==> src/shared/sbcfg_cfg.svh <==
`ifndef SBCFG_CFG_SVH
`define SBCFG_CFG_SVH

// register offsets
`define SBCFG_OFS_ADDR        8'h00
`define SBCFG_OFS_RESET       8'h01
`define SBCFG_OFS_GENCFG      8'h02
`define SBCFG_OFS_STATUS      8'h0f

// local_address_control fields
`define SBCFG_ADDR_OVR_BIT    0
`define SBCFG_ADDR_LSB        1

// reset_control fields
`define SBCFG_RST_CORE_BIT    0
`define SBCFG_RST_FULL_BIT    1
`define SBCFG_RST_RELOAD_BIT  2
`define SBCFG_RST_RSVD_RST    5'h00

// general_configuration fields and reset values
`define SBCFG_GEN_IO_BIT      0
`define SBCFG_GEN_CRC_BIT     1
`define SBCFG_GEN_LANE_LSB    4
`define SBCFG_GEN_CONT_BIT    6
`define SBCFG_GEN_RST_HI      7'h19

// status fields
`define SBCFG_STA_LH_BIT      0
`define SBCFG_STA_LL_BIT      1
`define SBCFG_STA_RC_BIT      2

`endif

==> src/shared/sbcfg_pkg.sv <==
`default_nettype none
package sbcfg_pkg;
   typedef enum logic [2:0] {
      ST_IDLE,
      ST_ADDR,
      ST_ADDR_ACK,
      ST_WR_BYTE,
      ST_WR_ACK,
      ST_RD_BYTE,
      ST_RD_ACK
   } sbcfg_state_t;
endpackage
`default_nettype wire
==> src/design/sbcfg_i2c_target.sv <==
`default_nettype none
module sbcfg_i2c_target
(
   // clock and reset
   input  wire logic       clock_in,
   input  wire logic       srst_in,
   // serial pins
   input  wire logic       scl_in,
   input  wire logic       sda_in,
   output logic            sda_out,
   output logic            sda_oe_n_out,
   // local side
   input  wire logic [6:0] local_addr_in,
   input  wire logic [7:0] rd_data_in,
   output logic [7:0]      peek_addr_out,
   output logic [7:0]      reg_addr_out,
   output logic [7:0]      wr_data_out,
   output logic            wr_stb_out,
   output logic            rd_stb_out
);
   logic scl_s1, scl_s2, scl_d, sda_s1, sda_s2, sda_d;
   sbcfg_pkg::sbcfg_state_t state, next_state;
   logic [3:0] cnt, next_cnt;
   logic [7:0] sh, next_sh, ptr, next_ptr, addr_q, next_addr;
   logic [7:0] wdata, next_wdata;
   logic       ptr_set, next_ptr_set, is_read, next_is_read;
   logic       acked, next_acked, oe_n, next_oe_n;
   logic       wr_stb, next_wr_stb, rd_stb, next_rd_stb;
   logic       start, stop, rise, fall;

   // pins are asynchronous: two flops before any use
   always_ff @(posedge clock_in)
   begin
      scl_s1 <= scl_in;
      scl_s2 <= scl_s1;
      scl_d  <= scl_s2;
      sda_s1 <= sda_in;
      sda_s2 <= sda_s1;
      sda_d  <= sda_s2;
   end

   assign start = scl_s2 && scl_d && sda_d && !sda_s2;
   assign stop  = scl_s2 && scl_d && !sda_d && sda_s2;
   assign rise  = scl_s2 && !scl_d;
   assign fall  = !scl_s2 && scl_d;

   always_comb
   begin
      next_state   = state;
      next_cnt     = cnt;
      next_sh      = sh;
      next_ptr     = ptr;
      next_addr    = addr_q;
      next_wdata   = wdata;
      next_ptr_set = ptr_set;
      next_is_read = is_read;
      next_acked   = acked;
      next_oe_n    = oe_n;
      next_wr_stb  = 1'b0;
      next_rd_stb  = 1'b0;
      if (start)
      begin
         next_state   = sbcfg_pkg::ST_ADDR;
         next_cnt     = 4'h0;
         next_ptr_set = 1'b0;
         next_oe_n    = 1'b1;
      end
      else if (stop)
      begin
         next_state = sbcfg_pkg::ST_IDLE;
         next_oe_n  = 1'b1;
      end
      else
      begin
         case (state)
            sbcfg_pkg::ST_ADDR, sbcfg_pkg::ST_WR_BYTE:
            begin
               if (rise)
               begin
                  next_sh  = {sh[6:0], sda_s2};
                  next_cnt = cnt + 4'h1;
               end
               else if (fall && cnt == 4'h8)
               begin
                  next_oe_n = 1'b0;
                  if (state == sbcfg_pkg::ST_ADDR)
                  begin
                     next_is_read = sh[0];
                     next_state   = sbcfg_pkg::ST_ADDR_ACK;
                     if (sh[7:1] != local_addr_in)
                     begin
                        next_oe_n  = 1'b1;
                        next_state = sbcfg_pkg::ST_IDLE;
                     end
                  end
                  else
                  begin
                     next_state = sbcfg_pkg::ST_WR_ACK;
                     if (!ptr_set)
                     begin
                        next_ptr     = sh;
                        next_ptr_set = 1'b1;
                     end
                     else
                     begin
                        next_wr_stb = 1'b1;
                        next_addr   = ptr;
                        next_wdata  = sh;
                        next_ptr    = ptr + 8'h01;
                     end
                  end
               end
            end
            sbcfg_pkg::ST_ADDR_ACK, sbcfg_pkg::ST_WR_ACK,
            sbcfg_pkg::ST_RD_ACK:
            begin
               if (rise && state == sbcfg_pkg::ST_RD_ACK)
                  next_acked = !sda_s2;
               else if (fall)
               begin
                  next_oe_n  = 1'b1;
                  next_cnt   = 4'h0;
                  next_state = sbcfg_pkg::ST_WR_BYTE;
                  if ((state == sbcfg_pkg::ST_ADDR_ACK && is_read) ||
                      (state == sbcfg_pkg::ST_RD_ACK && acked))
                  begin
                     // byte taken now; the read side effect follows
                     next_sh     = rd_data_in;
                     next_oe_n   = rd_data_in[7];
                     next_rd_stb = 1'b1;
                     next_addr   = ptr;
                     next_ptr    = ptr + 8'h01;
                     next_state  = sbcfg_pkg::ST_RD_BYTE;
                  end
                  else if (state == sbcfg_pkg::ST_RD_ACK)
                     next_state = sbcfg_pkg::ST_IDLE;
               end
            end
            sbcfg_pkg::ST_RD_BYTE:
            begin
               if (fall)
               begin
                  if (cnt == 4'h7)
                  begin
                     next_oe_n  = 1'b1;
                     next_state = sbcfg_pkg::ST_RD_ACK;
                  end
                  else
                  begin
                     next_sh   = {sh[6:0], 1'b1};
                     next_oe_n = sh[6];
                     next_cnt  = cnt + 4'h1;
                  end
               end
            end
            sbcfg_pkg::ST_IDLE:
               next_oe_n = 1'b1;
            default:
            begin
               next_state = sbcfg_pkg::ST_IDLE;
               next_oe_n  = 1'b1;
            end
         endcase
      end
   end

   always_ff @(posedge clock_in)
   begin
      if (srst_in)
      begin
         state   <= sbcfg_pkg::ST_IDLE;
         cnt     <= 4'h0;
         sh      <= 8'h00;
         ptr     <= 8'h00;
         addr_q  <= 8'h00;
         wdata   <= 8'h00;
         ptr_set <= 1'b0;
         is_read <= 1'b0;
         acked   <= 1'b0;
         oe_n    <= 1'b1;
         wr_stb  <= 1'b0;
         rd_stb  <= 1'b0;
      end
      else
      begin
         state   <= next_state;
         cnt     <= next_cnt;
         sh      <= next_sh;
         ptr     <= next_ptr;
         addr_q  <= next_addr;
         wdata   <= next_wdata;
         ptr_set <= next_ptr_set;
         is_read <= next_is_read;
         acked   <= next_acked;
         oe_n    <= next_oe_n;
         wr_stb  <= next_wr_stb;
         rd_stb  <= next_rd_stb;
      end
   end

   // open drain: only ever pulls low
   assign sda_out       = 1'b0;
   assign sda_oe_n_out  = oe_n;
   assign peek_addr_out = ptr;
   assign reg_addr_out  = addr_q;
   assign wr_data_out   = wdata;
   assign wr_stb_out    = wr_stb;
   assign rd_stb_out    = rd_stb;
endmodule // sbcfg_i2c_target
`default_nettype wire

==> src/design/sbcfg_top.sv <==
// What this block does
// read-to-clear fields return their value, then clear because of that read.
// self-clearing bits accept writes and return to zero by themselves.
// latched-low/high status captures the level and holds until read.
// strap-set fields take their start value from sampled strap pins.
// identity register bits 7:1 always show the current local bus address.
// override 0 keeps strapped address read-only; override 1 lets software set it.
// writing 1 to reload bit restarts ROM load; bit clears itself.
// full digital reset bit resets all logic and registers, then clears.
// core digital reset bit resets logic but keeps registers, then clears.
// clock-lane bit: 0 non-continuous, 1 continuous; defaults to 0.
// lane count 00 one, 01 two, 11 four lanes; defaults four.
// transmit CRC enable bit turns CRC on when 1; defaults enabled.
// general config bit 0 shows strapped I/O level and is writable.
// reset and reload bits read 0 once their one-cycle pulse issued.
`include "sbcfg_cfg.svh"
`default_nettype none
module sbcfg_top
(
   // clock and reset
   input  wire logic       clock_in,
   input  wire logic       srst_in,
   // serial control pins
   input  wire logic       scl_in,
   input  wire logic       sda_in,
   output logic            sda_out,
   output logic            sda_oe_n_out,
   // strap pins
   input  wire logic [6:0] strap_address_in,
   input  wire logic       strap_io_1v8_in,
   // status events from device logic
   input  wire logic       error_event_in,
   input  wire logic       link_lock_in,
   input  wire logic       rom_load_done_in,
   // configuration outputs
   output logic [6:0]      local_bus_address_out,
   output logic            continuous_lane_clock_out,
   output logic [1:0]      lane_count_out,
   output logic            crc_tx_enable_out,
   output logic            io_1v8_out,
   // action pulses
   output logic            rom_reload_request_out,
   output logic            full_reset_out,
   output logic            core_reset_out
);
   logic [6:0] strap_a_s1, strap_a_s2;
   logic       strap_io_s1, strap_io_s2;
   logic [7:0] peek_addr, reg_addr, wr_data, rd_data;
   logic       wr_stb, rd_stb, regs_rst;
   logic       wr_addr, wr_rst, wr_gen, rd_sta;

   logic [6:0] addr_q, next_addr_q;
   logic       ovr, next_ovr, taken, next_taken;
   logic [7:0] rstc, next_rstc;
   logic [7:1] gen_hi, next_gen_hi;
   logic       gen_io, next_gen_io;
   logic       lh, next_lh, ll_seen, next_ll_seen, rc, next_rc;

   sbcfg_i2c_target u_target
   (
      .clock_in      (clock_in),
      .srst_in       (regs_rst),
      .scl_in        (scl_in),
      .sda_in        (sda_in),
      .sda_out       (sda_out),
      .sda_oe_n_out  (sda_oe_n_out),
      .local_addr_in (addr_q),
      .rd_data_in    (rd_data),
      .peek_addr_out (peek_addr),
      .reg_addr_out  (reg_addr),
      .wr_data_out   (wr_data),
      .wr_stb_out    (wr_stb),
      .rd_stb_out    (rd_stb)
   );

   // strap pins are asynchronous levels
   always_ff @(posedge clock_in)
   begin
      strap_a_s1  <= strap_address_in;
      strap_a_s2  <= strap_a_s1;
      strap_io_s1 <= strap_io_1v8_in;
      strap_io_s2 <= strap_io_s1;
   end

   // full digital reset also clears every register
   assign regs_rst = srst_in || rstc[`SBCFG_RST_FULL_BIT];
   assign wr_addr  = wr_stb && reg_addr == `SBCFG_OFS_ADDR;
   assign wr_rst   = wr_stb && reg_addr == `SBCFG_OFS_RESET;
   assign wr_gen   = wr_stb && reg_addr == `SBCFG_OFS_GENCFG;
   assign rd_sta   = rd_stb && reg_addr == `SBCFG_OFS_STATUS;

   always_comb
   begin
      next_taken   = 1'b1;
      next_ovr     = ovr;
      next_addr_q  = addr_q;
      next_gen_hi  = gen_hi;
      next_gen_io  = gen_io;
      // action bits live one cycle only
      next_rstc    = {rstc[7:3], 3'b000};
      if (!taken)
      begin
         next_addr_q = strap_a_s2;
         next_gen_io = strap_io_s2;
      end
      else if (!ovr)
         next_addr_q = strap_a_s2;
      if (wr_addr)
      begin
         next_ovr = wr_data[`SBCFG_ADDR_OVR_BIT];
         if (wr_data[`SBCFG_ADDR_OVR_BIT])
            next_addr_q = wr_data[7:1];
      end
      if (wr_rst)
         next_rstc = wr_data;
      if (wr_gen)
      begin
         next_gen_hi = wr_data[7:1];
         next_gen_io = wr_data[`SBCFG_GEN_IO_BIT];
      end
      // set wins over the read that would clear
      next_lh      = error_event_in || (lh && !rd_sta);
      next_ll_seen = !link_lock_in || (ll_seen && !rd_sta);
      next_rc      = rom_load_done_in || (rc && !rd_sta);
   end

   always_ff @(posedge clock_in)
   begin
      if (regs_rst)
      begin
         taken   <= 1'b0;
         ovr     <= 1'b0;
         addr_q  <= 7'h00;
         rstc    <= {`SBCFG_RST_RSVD_RST, 3'b000};
         gen_hi  <= `SBCFG_GEN_RST_HI;
         gen_io  <= 1'b0;
         lh      <= 1'b0;
         ll_seen <= 1'b0;
         rc      <= 1'b0;
      end
      else
      begin
         taken   <= next_taken;
         ovr     <= next_ovr;
         addr_q  <= next_addr_q;
         rstc    <= next_rstc;
         gen_hi  <= next_gen_hi;
         gen_io  <= next_gen_io;
         lh      <= next_lh;
         ll_seen <= next_ll_seen;
         rc      <= next_rc;
      end
   end

   always_comb
   begin
      case (peek_addr)
         `SBCFG_OFS_ADDR:   rd_data = {addr_q, ovr};
         `SBCFG_OFS_RESET:  rd_data = rstc;
         `SBCFG_OFS_GENCFG: rd_data = {gen_hi, gen_io};
         // latched-low bit reads 0 once the lock dropped
         `SBCFG_OFS_STATUS: rd_data = {5'h00, rc,
                                       link_lock_in && !ll_seen, lh};
         default:           rd_data = 8'h00;
      endcase
   end

   assign local_bus_address_out     = addr_q;
   assign continuous_lane_clock_out = gen_hi[`SBCFG_GEN_CONT_BIT];
   assign lane_count_out            =
      gen_hi[`SBCFG_GEN_LANE_LSB+1:`SBCFG_GEN_LANE_LSB];
   assign crc_tx_enable_out         = gen_hi[`SBCFG_GEN_CRC_BIT];
   assign io_1v8_out                = gen_io;
   assign rom_reload_request_out    = rstc[`SBCFG_RST_RELOAD_BIT];
   assign full_reset_out            = rstc[`SBCFG_RST_FULL_BIT];
   assign core_reset_out            = rstc[`SBCFG_RST_CORE_BIT];
endmodule // sbcfg_top
`default_nettype wire

==> config.mk <==
export PLATFORM = sky130hd
export DESIGN_NAME = sbcfg_top
export DESIGN_NICKNAME = d
export VERILOG_FILES = /design/src/shared/sbcfg_pkg.sv /design/src/design/sbcfg_i2c_target.sv /design/src/design/sbcfg_top.sv
export VERILOG_INCLUDE_DIRS = /design/src /design/src/shared
export SDC_FILE = /design/constraint.sdc
export NUM_CORES = 1
export LEC_CHECK = 0
export BUFFER_PORTS_ARGS = -buffer_cell sky130_fd_sc_hd__buf_2
export CAP_MARGIN = 20
export CORE_MARGIN = 4
export CORE_UTILIZATION = 40
export CTS_CLUSTER_SIZE = 10
export DETAILED_ROUTE_END_ITERATION = 10
export GPL_ROUTABILITY_DRIVEN = 0
export GPL_TIMING_DRIVEN = 0
export PLACE_DENSITY = 0.6
export SLEW_MARGIN = 20
export SYNTH_ARGS = -nofsm -noshare
export SYNTH_HDL_FRONTEND = slang
export SYNTH_SLANG_ARGS = --single-unit
==> constraint.sdc <==
create_clock -name clock_in -period 5.7 [get_ports clock_in]
set_input_delay 1.14 -clock clock_in [delete_from_list [all_inputs] [get_ports clock_in]]
set_output_delay 1.14 -clock clock_in [all_outputs]
set_load 0.01 [all_outputs]
======== Word-level counts from Yosys, hierarchy flattened ========
Index checks and enable logic that the tools add are counted.
word-level totals
  flip-flop bits (word level) ............. 95
  latch bits .............................. 0
  RAM bits ................................ 0
  memory bits (read-only) ................. 0
  output and inout bits ................... 17
  word-level logic and storage cells ...... 195
  memories ................................ 0
cells by class
  add/subtract/negate cells ............... 2
  multipliers ............................. 0
  div/mod/pow operators ................... 0
  magnitude comparators ................... 0
  equality and inequality tests ........... 34
  shifts and indexed selects .............. 0
  muxes and demuxes ....................... 62
  bitwise logic cells ..................... 10
  reductions and logical operators ........ 54
operator list
  cell                                                 count
  two-way mux 8 bit                                    20
  one-hot mux 8 bit (2 select lines)                   2
  one-hot mux 8 bit (4 select lines)                   1
  two-way mux 7 bit                                    4
  AND reduction 7 bit                                  4
  two-way mux 3 bit                                    8
  one-hot mux 8 bit (3 select lines)                   1
  two-way mux 4 bit                                    5
  logical AND 1 bit                                    19
  AND reduction 9 bit                                  2
  equality test 8 x 1 -> 1 bit, second input constant  2
  equality test 8 x 2 -> 1 bit, second input constant  2
  equality test 8 x 4 -> 1 bit, second input constant  2
  zero test 8 bit                                      2
  two-way mux 1 bit                                    16
  != test 4 x 1 -> 1 bit, second input constant        4
  != test 2 x 1 -> 1 bit, second input constant        7
  one-hot mux 3 bit (4 select lines)                   1
  one-hot mux 4 bit (3 select lines)                   1
  != test 2 bit, second input constant                 5
  inverter 1 bit                                       10
  AND reduction 10 bit                                 1
  AND reduction 5 bit                                  2
  equality test 3 bit, second input constant           3
  22 further kinds                                     38

======== Logic depth before layout (Yosys ltp) ========
Gate-level depths: netlist (run 1).
  word-level depth ........................ 9
  gate-level depth with buffers ........... 8
  mapped depth without buffers ............ 7

======== Modules after synthesis ========
Synthesis (run 1) repeated with hierarchy kept, for this count alone.
second synthesis, totals
  cells, all modules ...................... 477
  area total of the unflattened synthesis .. 4,520.6 sq um
by module, submodules not included
  module            times used  cells an instance  area each (sq um)  sequential area each (sq um)
  sbcfg_i2c_target  1           295                2,715.1            1,021.0
  sbcfg_top         1           182                1,805.5            880.8

======== Least setup slack after synthesis (run 1) ========
Ideal clock, no wire load.
  kind .................................... input to register
  start ................................... in srst_in
  end ..................................... reg u_target.oe_n, in the netlist u_target.sda_oe_n_out
  setup time .............................. 0.134 ns
  arrival time ............................ 2.084 ns
  required time ........................... 5.566 ns
  path slack .............................. 3.482 ns
  stages on the path ...................... 5
  path buffers ............................ 0
  path through ............................ or2_2 inv_1 o21ai_0 a311oi_1 a32oi_1
between the ends
  word-level cells in the longest chain between the ends .. 2
RTL lines
  what                          RTL line                 RTL
  start, declared               sbcfg_top.sv:22          input wire logic srst_in,
  logical OR 1 bit              sbcfg_top.sv:86          assign regs_rst = srst_in || rstc[`SBCFG_RST_FULL_BIT];
  OR reduction 3 bit (no line)  -
  end signal, assigned          sbcfg_i2c_target.sv:195  oe_n <= next_oe_n;
  end, declared                 sbcfg_i2c_target.sv:27   logic acked, next_acked, oe_n, next_oe_n;
No other way between the ends.
A chain may end at the register's enable or synchronous reset.

======== Worst setup path in the final report (run 1) ========
Ends and elaborated chain as after synthesis.

==> results of run 1 <==
-- area by class of cell --
class	instances	area [um^2]	share of cell area (%)
buffer	30	136	2.95
clock buffer	9	124	2.67
clock inverter	7	86.3	1.86
inverter	8	30.0	0.648
multi-input combinational	323	2040	44.0
sequential	95	1900	41.1
tap	133	166	3.59
timing repair buffer	30	150	3.24
-- Yosys cell counts, types with 4 or more instances --
library cell | n | area, um^2
sky130_fd_sc_hd__a211oi_1 | 8 | 60.1
sky130_fd_sc_hd__a21oi_1 | 34 | 170
sky130_fd_sc_hd__a222oi_1 | 7 | 70.1
sky130_fd_sc_hd__a311oi_1 | 9 | 78.8
sky130_fd_sc_hd__and3_1 | 5 | 31.3
sky130_fd_sc_hd__buf_1 | 4 | 15.0
sky130_fd_sc_hd__buf_2 | 4 | 20.0
sky130_fd_sc_hd__clkbuf_1 | 18 | 67.6
sky130_fd_sc_hd__dfxtp_1 | 95 | 1900
sky130_fd_sc_hd__ha_1 | 6 | 75.1
sky130_fd_sc_hd__inv_1 | 8 | 30.0
sky130_fd_sc_hd__mux2i_1 | 28 | 280
sky130_fd_sc_hd__nand2_1 | 40 | 150
sky130_fd_sc_hd__nand3_1 | 16 | 80.1
sky130_fd_sc_hd__nand3b_1 | 4 | 30.0
sky130_fd_sc_hd__nand4_1 | 7 | 43.8
sky130_fd_sc_hd__nor2_1 | 57 | 214
sky130_fd_sc_hd__nor2b_1 | 6 | 37.5
sky130_fd_sc_hd__nor3_1 | 7 | 35.0
sky130_fd_sc_hd__nor4_1 | 5 | 31.3
sky130_fd_sc_hd__o211ai_1 | 4 | 30.0
sky130_fd_sc_hd__o21a_1 | 4 | 30.0
sky130_fd_sc_hd__o21ai_0 | 10 | 50.1
sky130_fd_sc_hd__or3_1 | 9 | 56.3
sky130_fd_sc_hd__or3b_2 | 5 | 43.8
sky130_fd_sc_hd__xnor2_1 | 5 | 43.8
-- state kept, by name, indices dropped and copies added, names as in the netlist, 8 cells and up --
signal                  flops
rstc                        8
u_target.reg_addr_out       8
u_target.wr_data_out        8
u_target.sh                 8
u_target.peek_addr_out      8
-- worst paths after layout --
path	from	to	slack, ns	depth (start not counted)
max	srst_in	u_target.sda_oe_n_out	3.18	6
min	strap_a_s1[4]	strap_a_s2[4]	0.32	0
max reg2reg	u_target.state[2]	u_target.sda_oe_n_out	3.18	8
min reg2reg	strap_a_s1[4]	strap_a_s2[4]	0.32	0
-- cells in the final DEF (no fill, tap or decap), drive strengths merged, types with 5 or more instances in the layout --
cell and count:
nand4 7, or3 10, nor3 8, nand3 16, xnor2 5, and3 5, buf 42, nor2 57
or3b 5, nand2 40, inv 12, nor2b 6, a211oi 8, o21ai 11, dfxtp 95, mux2i 28
a222oi 7, clkbuf 27, nor4 5, a21oi 34, a311oi 9, ha 6
-- worst max-delay path: cells and delay by family --
family | cells | cell delay, ns
compound gates | 3 | 0.97
simple gates | 1 | 0.29
buf+inv | 2 | 0.37
-- power breakdown --
part	total (mW)	internal, mW	switching (mW)	leakage, nW
Sequential	0.697	0.681	0.0164	0.778
Clock	0.479	0.213	0.267	0.104
Combinational	0.0729	0.0288	0.0442	0.828
-- layer usage --
metal / routed length (um) / track usage [%] / part of all wire (%) / up-vias
li1: - / - / - / 1738
met1: 5060 / 25.4 / 46 / 1708
met2: 5160 / 32.2 / 47 / 104
met3: 585 / 4.17 / 5.3 / 17
met4: 195 / 5.61 / 1.8 / 0
met5: 0 / 0 / 0 / -
-- per-stage QoR --
stage	std cells	total power [mW]	worst slack [ns]	utilization, %	hold slack (ns)
floorplan	456	0.755	3.48	-	0.310
global placement	619	0.783	2.91	44.8	0.311
detailed placement	619	0.784	2.85	44.8	0.314
CTS	635	1.26	3.24	46.9	0.329
global route	635	1.30	3.02	46.9	0.330
finish	635	1.25	3.18	46.9	0.321
-- cells by family after synthesis --
group / Yosys count
buffers and inverters: 38
other: 1
and+or+nand+nor: 178
xor gates and xnor gates: 8
muxes: 28
DFF: 95
AOI/OAI and AO/OA: 102
adders and majority gates: 6
==> summary by stage, run 1 <==
Clock network
The root cell of the clock tree is sky130_fd_sc_hd__clkbuf_8. The post-CTS resize count is 0. The clock insertion delay at the later pin of the skew report is 0.38 ns.

Clock tree synthesis inserted a total of 9 buffers. TritonCTS built the clock tree. The clock slew seen by the registers of the worst setup and hold paths is 0.10 ns. Hold repair after CTS inserted 0 buffers. The setup fix buffers added after clock tree synthesis is 0.

In this run the deepest clock path goes through 2 buffers. The number of clock sinks is 95. In this run the number of H-tree levels came out at 3.

Timing
The final critical path takes up 44.2% of the cycle. The worst clock skew is 0.0139 ns. Static timing analysis puts the maximum clock frequency at 0.397 GHz.

The total count of hold-check failures in the final report came to 0. Counting I/O delays and the setup requirement, the final critical path takes 2.52 ns. The tightest slew margin relative to the limit is 29.2%. Adding up every negative setup slack in the final design gives 0 ns. The number of failing setup endpoints in the final timing report is 0.

At the pin with the least slew margin, the transition time is 1.06 ns. The number of pins exceeding their max-slew limit in the final report is 0. Setup repair after global routing left no endpoint under its margin.

Detailed routing
In the routed design, unresolved DRC markers number 0. The first TritonRoute pass finished after 7 iterations. The total vias in the final route is 3,567.

The count of antenna-violating nets left after detailed routing is 0. The detail-routed via count per cell is 5.62. The first routing iteration left 271 violations. Summed over all layers, the routed wires come to 11.0 mm. After detailed routing, the average wire length per cell comes to 17.3 um.

Synth
The total standard cell area after synthesis is 4100 um^2. The dominant combinational cell family by area after synthesis is simple AND/OR/NAND/NOR gates. The synthesized area per cell is 9.00 um^2. The synthesized design contains 0 enable-type register cells. The xor/xnor cell area share of the yosys netlist is 1.71%.

The mux cell area share after synthesis is 6.83%. After synthesis, the share of flip-flops with an asynchronous set or reset is 0%. The number of nets handed over by synthesis was 477. The simple-gate share of the synthesized area is 21.7%. The number of distinct library cells after synthesis is 62. The number of standard cells after synthesis is 456. The flip-flop and latch count after synthesis is 95. After Yosys synthesis, full adders, half adders and majority gates account for 1.83% of the synthesized area.

The share of the Yosys chip area taken by registers is 46.3%. For this run, the number of Yosys warnings is 0. The synthesized netlist devotes 17.5% of its cell area to compound gates. The dominant register cell in the synthesized netlist is sky130_fd_sc_hd__dfxtp_1.

Final layout
Relative to the synthesized area, the layout overhead comes to 12.8%. The repair_antennas step left the layout with diodes totalling 0. The post-route netlist has 13.5% of its cells at a drive strength greater than 1. After filler insertion, the fill cell instance count of the layout stands at 951. The post-route standard cell area excluding fillers is 4630 um^2.

In the final design database the tool counted 518 nets.

Critical path
The type of element capturing the critical path is a flop. The largest individual stage delay along the critical path comes from the cell sky130_fd_sc_hd__a311oi_1. The nature of the critical path startpoint is an input pin. The critical path data required time is 5.94 ns.

The largest stage delay on the critical path is 0.45 ns. The data arrival time of the worst path is 2.76 ns. The signal on the critical path passes through buf_2, or2_2, inv_1, o21ai_0, a311oi_1, a32oi_1. The startpoint-to-endpoint class of the critical path is in -> reg. Of all nets on the critical path, the largest fanout is 8.

Run status
The run finished with clean final reports.

Global route
Entering global routing, the biggest net connects 19 pins. The final global-route overflow total is 0. The first-pass GRT wire length is 18.0 mm. The number of global-route vias before repair is 3,497. The total routing usage reported by global routing is 19.4%.

The number of antenna violations at the first check in global routing is 0.

Placement
In this run the cell area measured after placement is 4420 um^2. The placed wire-length estimate is 7.85 mm. The port buffer count is 30.

Floorplanning
The die footprint is 11,900 um^2. Row generation in the floorplan step produced 36 rows. The core region is 9860 um^2.

The vertical die dimension is 109 um. Pin placement for this block handled 32 I/O pins. The x dimension of the die is 109 um. For this configuration, the core starts out at a cell density of 41.6%.

Power and ir drop
Across the VDD grid, the largest voltage drop is 0.167 mV. In this run the power density over the cells is 270 nW/um^2. In this run the static leakage power is 1.71 nW.

Job
The number of violations of the max-capacitance limit is 0.

Worst hold path
The class of the tightest hold or removal check is reg -> reg.
No activity file was read; power rests on OpenSTA's default activity.
==> run 2: changes to the inputs <==
ABC_AREA = 1   (was unset)
clock period = 2.4 ns   (was 5.7 ns; I/O delays follow)
==> run 2 against run 1 <==
Effect of this change: clock skew is essentially flat; combinational power grew to 4.9 times the previous value; utilization shrank 0.30 points; via count grew 11%; largest cell class unchanged.
==> summary by stage, run 2 <==
Synth
The area share of the largest cell type after synthesis is 43.5% (-2.8 points). The synthesized area per cell is 7.25 um^2 (-19%). The share of synthesized area occupied by flip-flops and latches was 43.5% (-2.8 points). The async set or reset register ratio after synthesis is 0% (unchanged).

The number of synthesis warnings is 0 (unchanged). The most frequent cell after synthesis is sky130_fd_sc_hd__nand2_1. Yosys attributes the largest share of cell area to sky130_fd_sc_hd__dfxtp_1, sky130_fd_sc_hd__nand2_1, sky130_fd_sc_hd__nor2_1. By count the netlist is led by sky130_fd_sc_hd__nand2_1, sky130_fd_sc_hd__dfxtp_1, sky130_fd_sc_hd__nor2_1. The number of standard cells after synthesis is 603 (+32%).

The number of synthesized flops with an enable pin was 0 (unchanged). The synthesized design spends more area on one cell type than any other, namely sky130_fd_sc_hd__dfxtp_1. The post-synth net total came to 624 (+31%). The dominant register cell in the synthesized netlist is sky130_fd_sc_hd__dfxtp_1. The number of distinct library cells after synthesis came to 38 (-39%). The total standard cell area after synthesis is 4370 um^2 (+6.5%). The flip-flop and latch count after synthesis is 95 (unchanged).

Timing
Static timing analysis puts the maximum clock frequency at 0.521 GHz. Setup repair after global routing left no endpoint under its margin. The total count of hold-check failures in the final report is 0 (unchanged).

The setup total negative slack is 0 ns (unchanged). The number of failing setup endpoints in the final timing report is 0 (unchanged). The transition time of the tightest slew-check pin came to 0.698 ns (-0.358 ns). The tightest slew margin relative to the limit is 53.3% (+24 points).

The number of pins exceeding their max-slew limit in the final report is 0 (unchanged). The worst-case setup margin in the final layout is 0.480 ns (-2.70 ns). Dividing the final minimum period by the clock period gives 80.0%. After layout, the minimum clock period comes to 1.92 ns. The worst clock skew was 0.0137 ns (-0.000131 ns).

Floorplanning
The x dimension of the die is 113 um (+3.0%). The die footprint is 12,700 um^2 (+6.0%). The placeable core region was 10,500 um^2 (+6.1%). The top-level port count is 32 (unchanged). The count of standard-cell rows was 37 (+2.8%).

The effective utilization at floorplan is 41.8% (+0.17 points). The vertical die dimension was 113 um (+3.0%).

Critical path
The worst-path maximum fanout is 10 (+2). The data arrival time of the worst path is 2.11 ns (-0.65 ns). The critical path data required time is 2.59 ns (-3.35 ns). The worst setup path is launched from a flop.

The type of element capturing the critical path is a flop. The startpoint-to-endpoint class of the critical path is reg -> reg.

Detailed routing
The number of remaining DRC errors is 0 (unchanged). The detail-routed via count per cell is 5.03 (-10%). The total vias in the final route is 3,947 (+11%). The final wirelength was 10.8 mm (-1.9%). The detailed-routing iteration count for the pre-antenna-repair pass is 5 (-2).

The number of DRC markers in iteration 0 came to 254 (-6.3%). The count of antenna-violating nets left after detailed routing is 0 (unchanged). The routed length per placed instance is 13.8 um (-21%).

Final layout
The net total in the final layout was 665 (+28%). In the layout the commonest cells are sky130_fd_sc_hd__nand2_1, sky130_fd_sc_hd__dfxtp_1, sky130_fd_sc_hd__nor2_1, sky130_fd_sc_hd__inv_1, sky130_fd_sc_hd__a21oi_1. The area taken by flip-flops and latches came to 1900 um^2 (unchanged).

The area of the multi-input gates is 2070 um^2 (+1.8%). The library cell used most frequently in the layout, excluding fill and tap cells, is sky130_fd_sc_hd__nand2_1. The total of fill cells in the finished design is 1,074 (+13%). The antenna diode count was 0 (unchanged). The final instance count without filler cells came to 784 (+23%). The utilization of the core after routing is 46.6% (-0.30 points).

The post-route standard cell area excluding fillers is 4880 um^2 (+5.4%). The share of post-route cells with drive strength above 1 was 14.4% (+0.81 points). The area growth from synthesis to layout is 11.7%.

Clock network
The worst-case clock buffer depth is 2 (unchanged). The number of clock sinks is 95 (unchanged). The post-CTS resize count came to 0 (unchanged). The tree is rooted in a sky130_fd_sc_hd__clkbuf_8.

The total CTS buffers came to 9 (unchanged). The count of hold buffers inserted by post-cts repair came to 0 (unchanged). The clock insertion delay at the later pin of the skew report is 0.36 ns (-0.02 ns).

The maximum level of the CTS H-tree was 3 (unchanged). The setup fix buffers added after clock tree synthesis came to 0 (unchanged). The TritonCTS clock tree is done. The clock slew seen by the registers of the worst setup and hold paths came to 0.09 ns (about the same).

Placement
The worst slack after detailed placement is 0.306 ns (-2.54 ns). The cell count after placement is 769 (+24%). The placed wire-length estimate is 8.44 mm (+7.6%).

The port buffer count is 30 (unchanged). The instance area at placement is 4690 um^2 (+6.1%).

Worst hold path
The class of the tightest hold or removal check is in -> reg.

Run status
The flow ran to the end, and the final reports show no timing, DRC or antenna violations.

Global route
The total routing usage reported by global routing is 17.7% (-1.7 points). The first-pass GRT wire length came to 18.1 mm (+0.77%). The number of global-route vias before repair is 3,688 (+5.5%). The largest net degree at the start of global routing is 16 (-3). The final global-route overflow total is 0 (unchanged). The number of antenna violations at the first check in global routing was 0 (unchanged).

Power and ir drop
The total power density per cell area is 620 nW/um^2 (+130%). The standby leakage power is 2.12 nW (+24%). The maximum vdd drop came to 0.441 mV (+160%).

Job
The number of violations of the max-capacitance limit is 0 (unchanged).
## run 2: kinds of logic (layout without fill, tap and decap cells)
family                   count (synthesis)  in the layout  synth area share (%)
other                                    1              1                0.0858
AND/OR/NAND/NOR                        294            294                  30.3
buffers and inverters                   94            139                  9.19
AO/OA/AOI/OAI                          104            104                  13.3
flip-flops                              95             95                  43.5
multiplexers                             1              1                 0.229
adder cells (fa/ha/maj)                  6              6                  1.72
XOR/XNOR                                 8              8                  1.60
## run 2: layer usage
| metal | up-vias | routed length, um | global-route usage [%] |
|---|---|---|---|
| met5 | - | 0 | 0 |
| met4 | 0 | 116 | 4.73 |
| met3 | 14 | 607 | 4.04 |
| met2 | 104 | 4790 | 27.1 |
| met1 | 1805 | 5290 | 25.0 |
| li1 | 2024 | - | - |
## run 2: worst paths after layout
check	from	endpoint	slack [ns]	depth (start not counted)
setup / recovery	rstc[1]	u_target.rd_stb_out	0.48	4
hold / removal	strap_address_in[2]	strap_a_s1[2]	0.22	1
setup reg to reg	rstc[1]	u_target.rd_stb_out	0.48	4
hold reg to reg	u_target.sda_s1	u_target.sda_s2	0.33	0
## run 2: cell type report
class                   instances  share of cell area, %
well taps                     136                   3.49
multi-input cells             414                   42.5
plain buffers                  19                   2.41
inverters                      75                   5.82
clock inverters                 4                  0.641
clock buffers                  11                   3.10
flip-flops and latches         95                   39.0
repair buffers                 30                   3.08
## run 2: metrics by stage
| stage | power, mW | hold slack, ns |
|---|---|---|
| floorplan | 1.97 | 0.310 |
| global placement | 2.07 | 0.311 |
| detailed placement | 2.08 | 0.313 |
| CTS | 3.05 | 0.202 |
| global route | 3.18 | 0.187 |
| finish | 3.02 | 0.219 |
## run 2: where the power goes
group | internal (mW) | switching [mW] | total, mW
clock | 0.429 | 0.554 | 0.983
sequential | 1.63 | 0.0528 | 1.69
combinational | 0.129 | 0.226 | 0.356
## run 2: critical path, cell delays in order (launching register included)
cell	delay, ns
sky130_fd_sc_hd__dfxtp_1	0.33
sky130_fd_sc_hd__nor2_1	0.29
sky130_fd_sc_hd__clkbuf_1	0.41
sky130_fd_sc_hd__nand2_1	0.23
sky130_fd_sc_hd__nor4_1	0.49
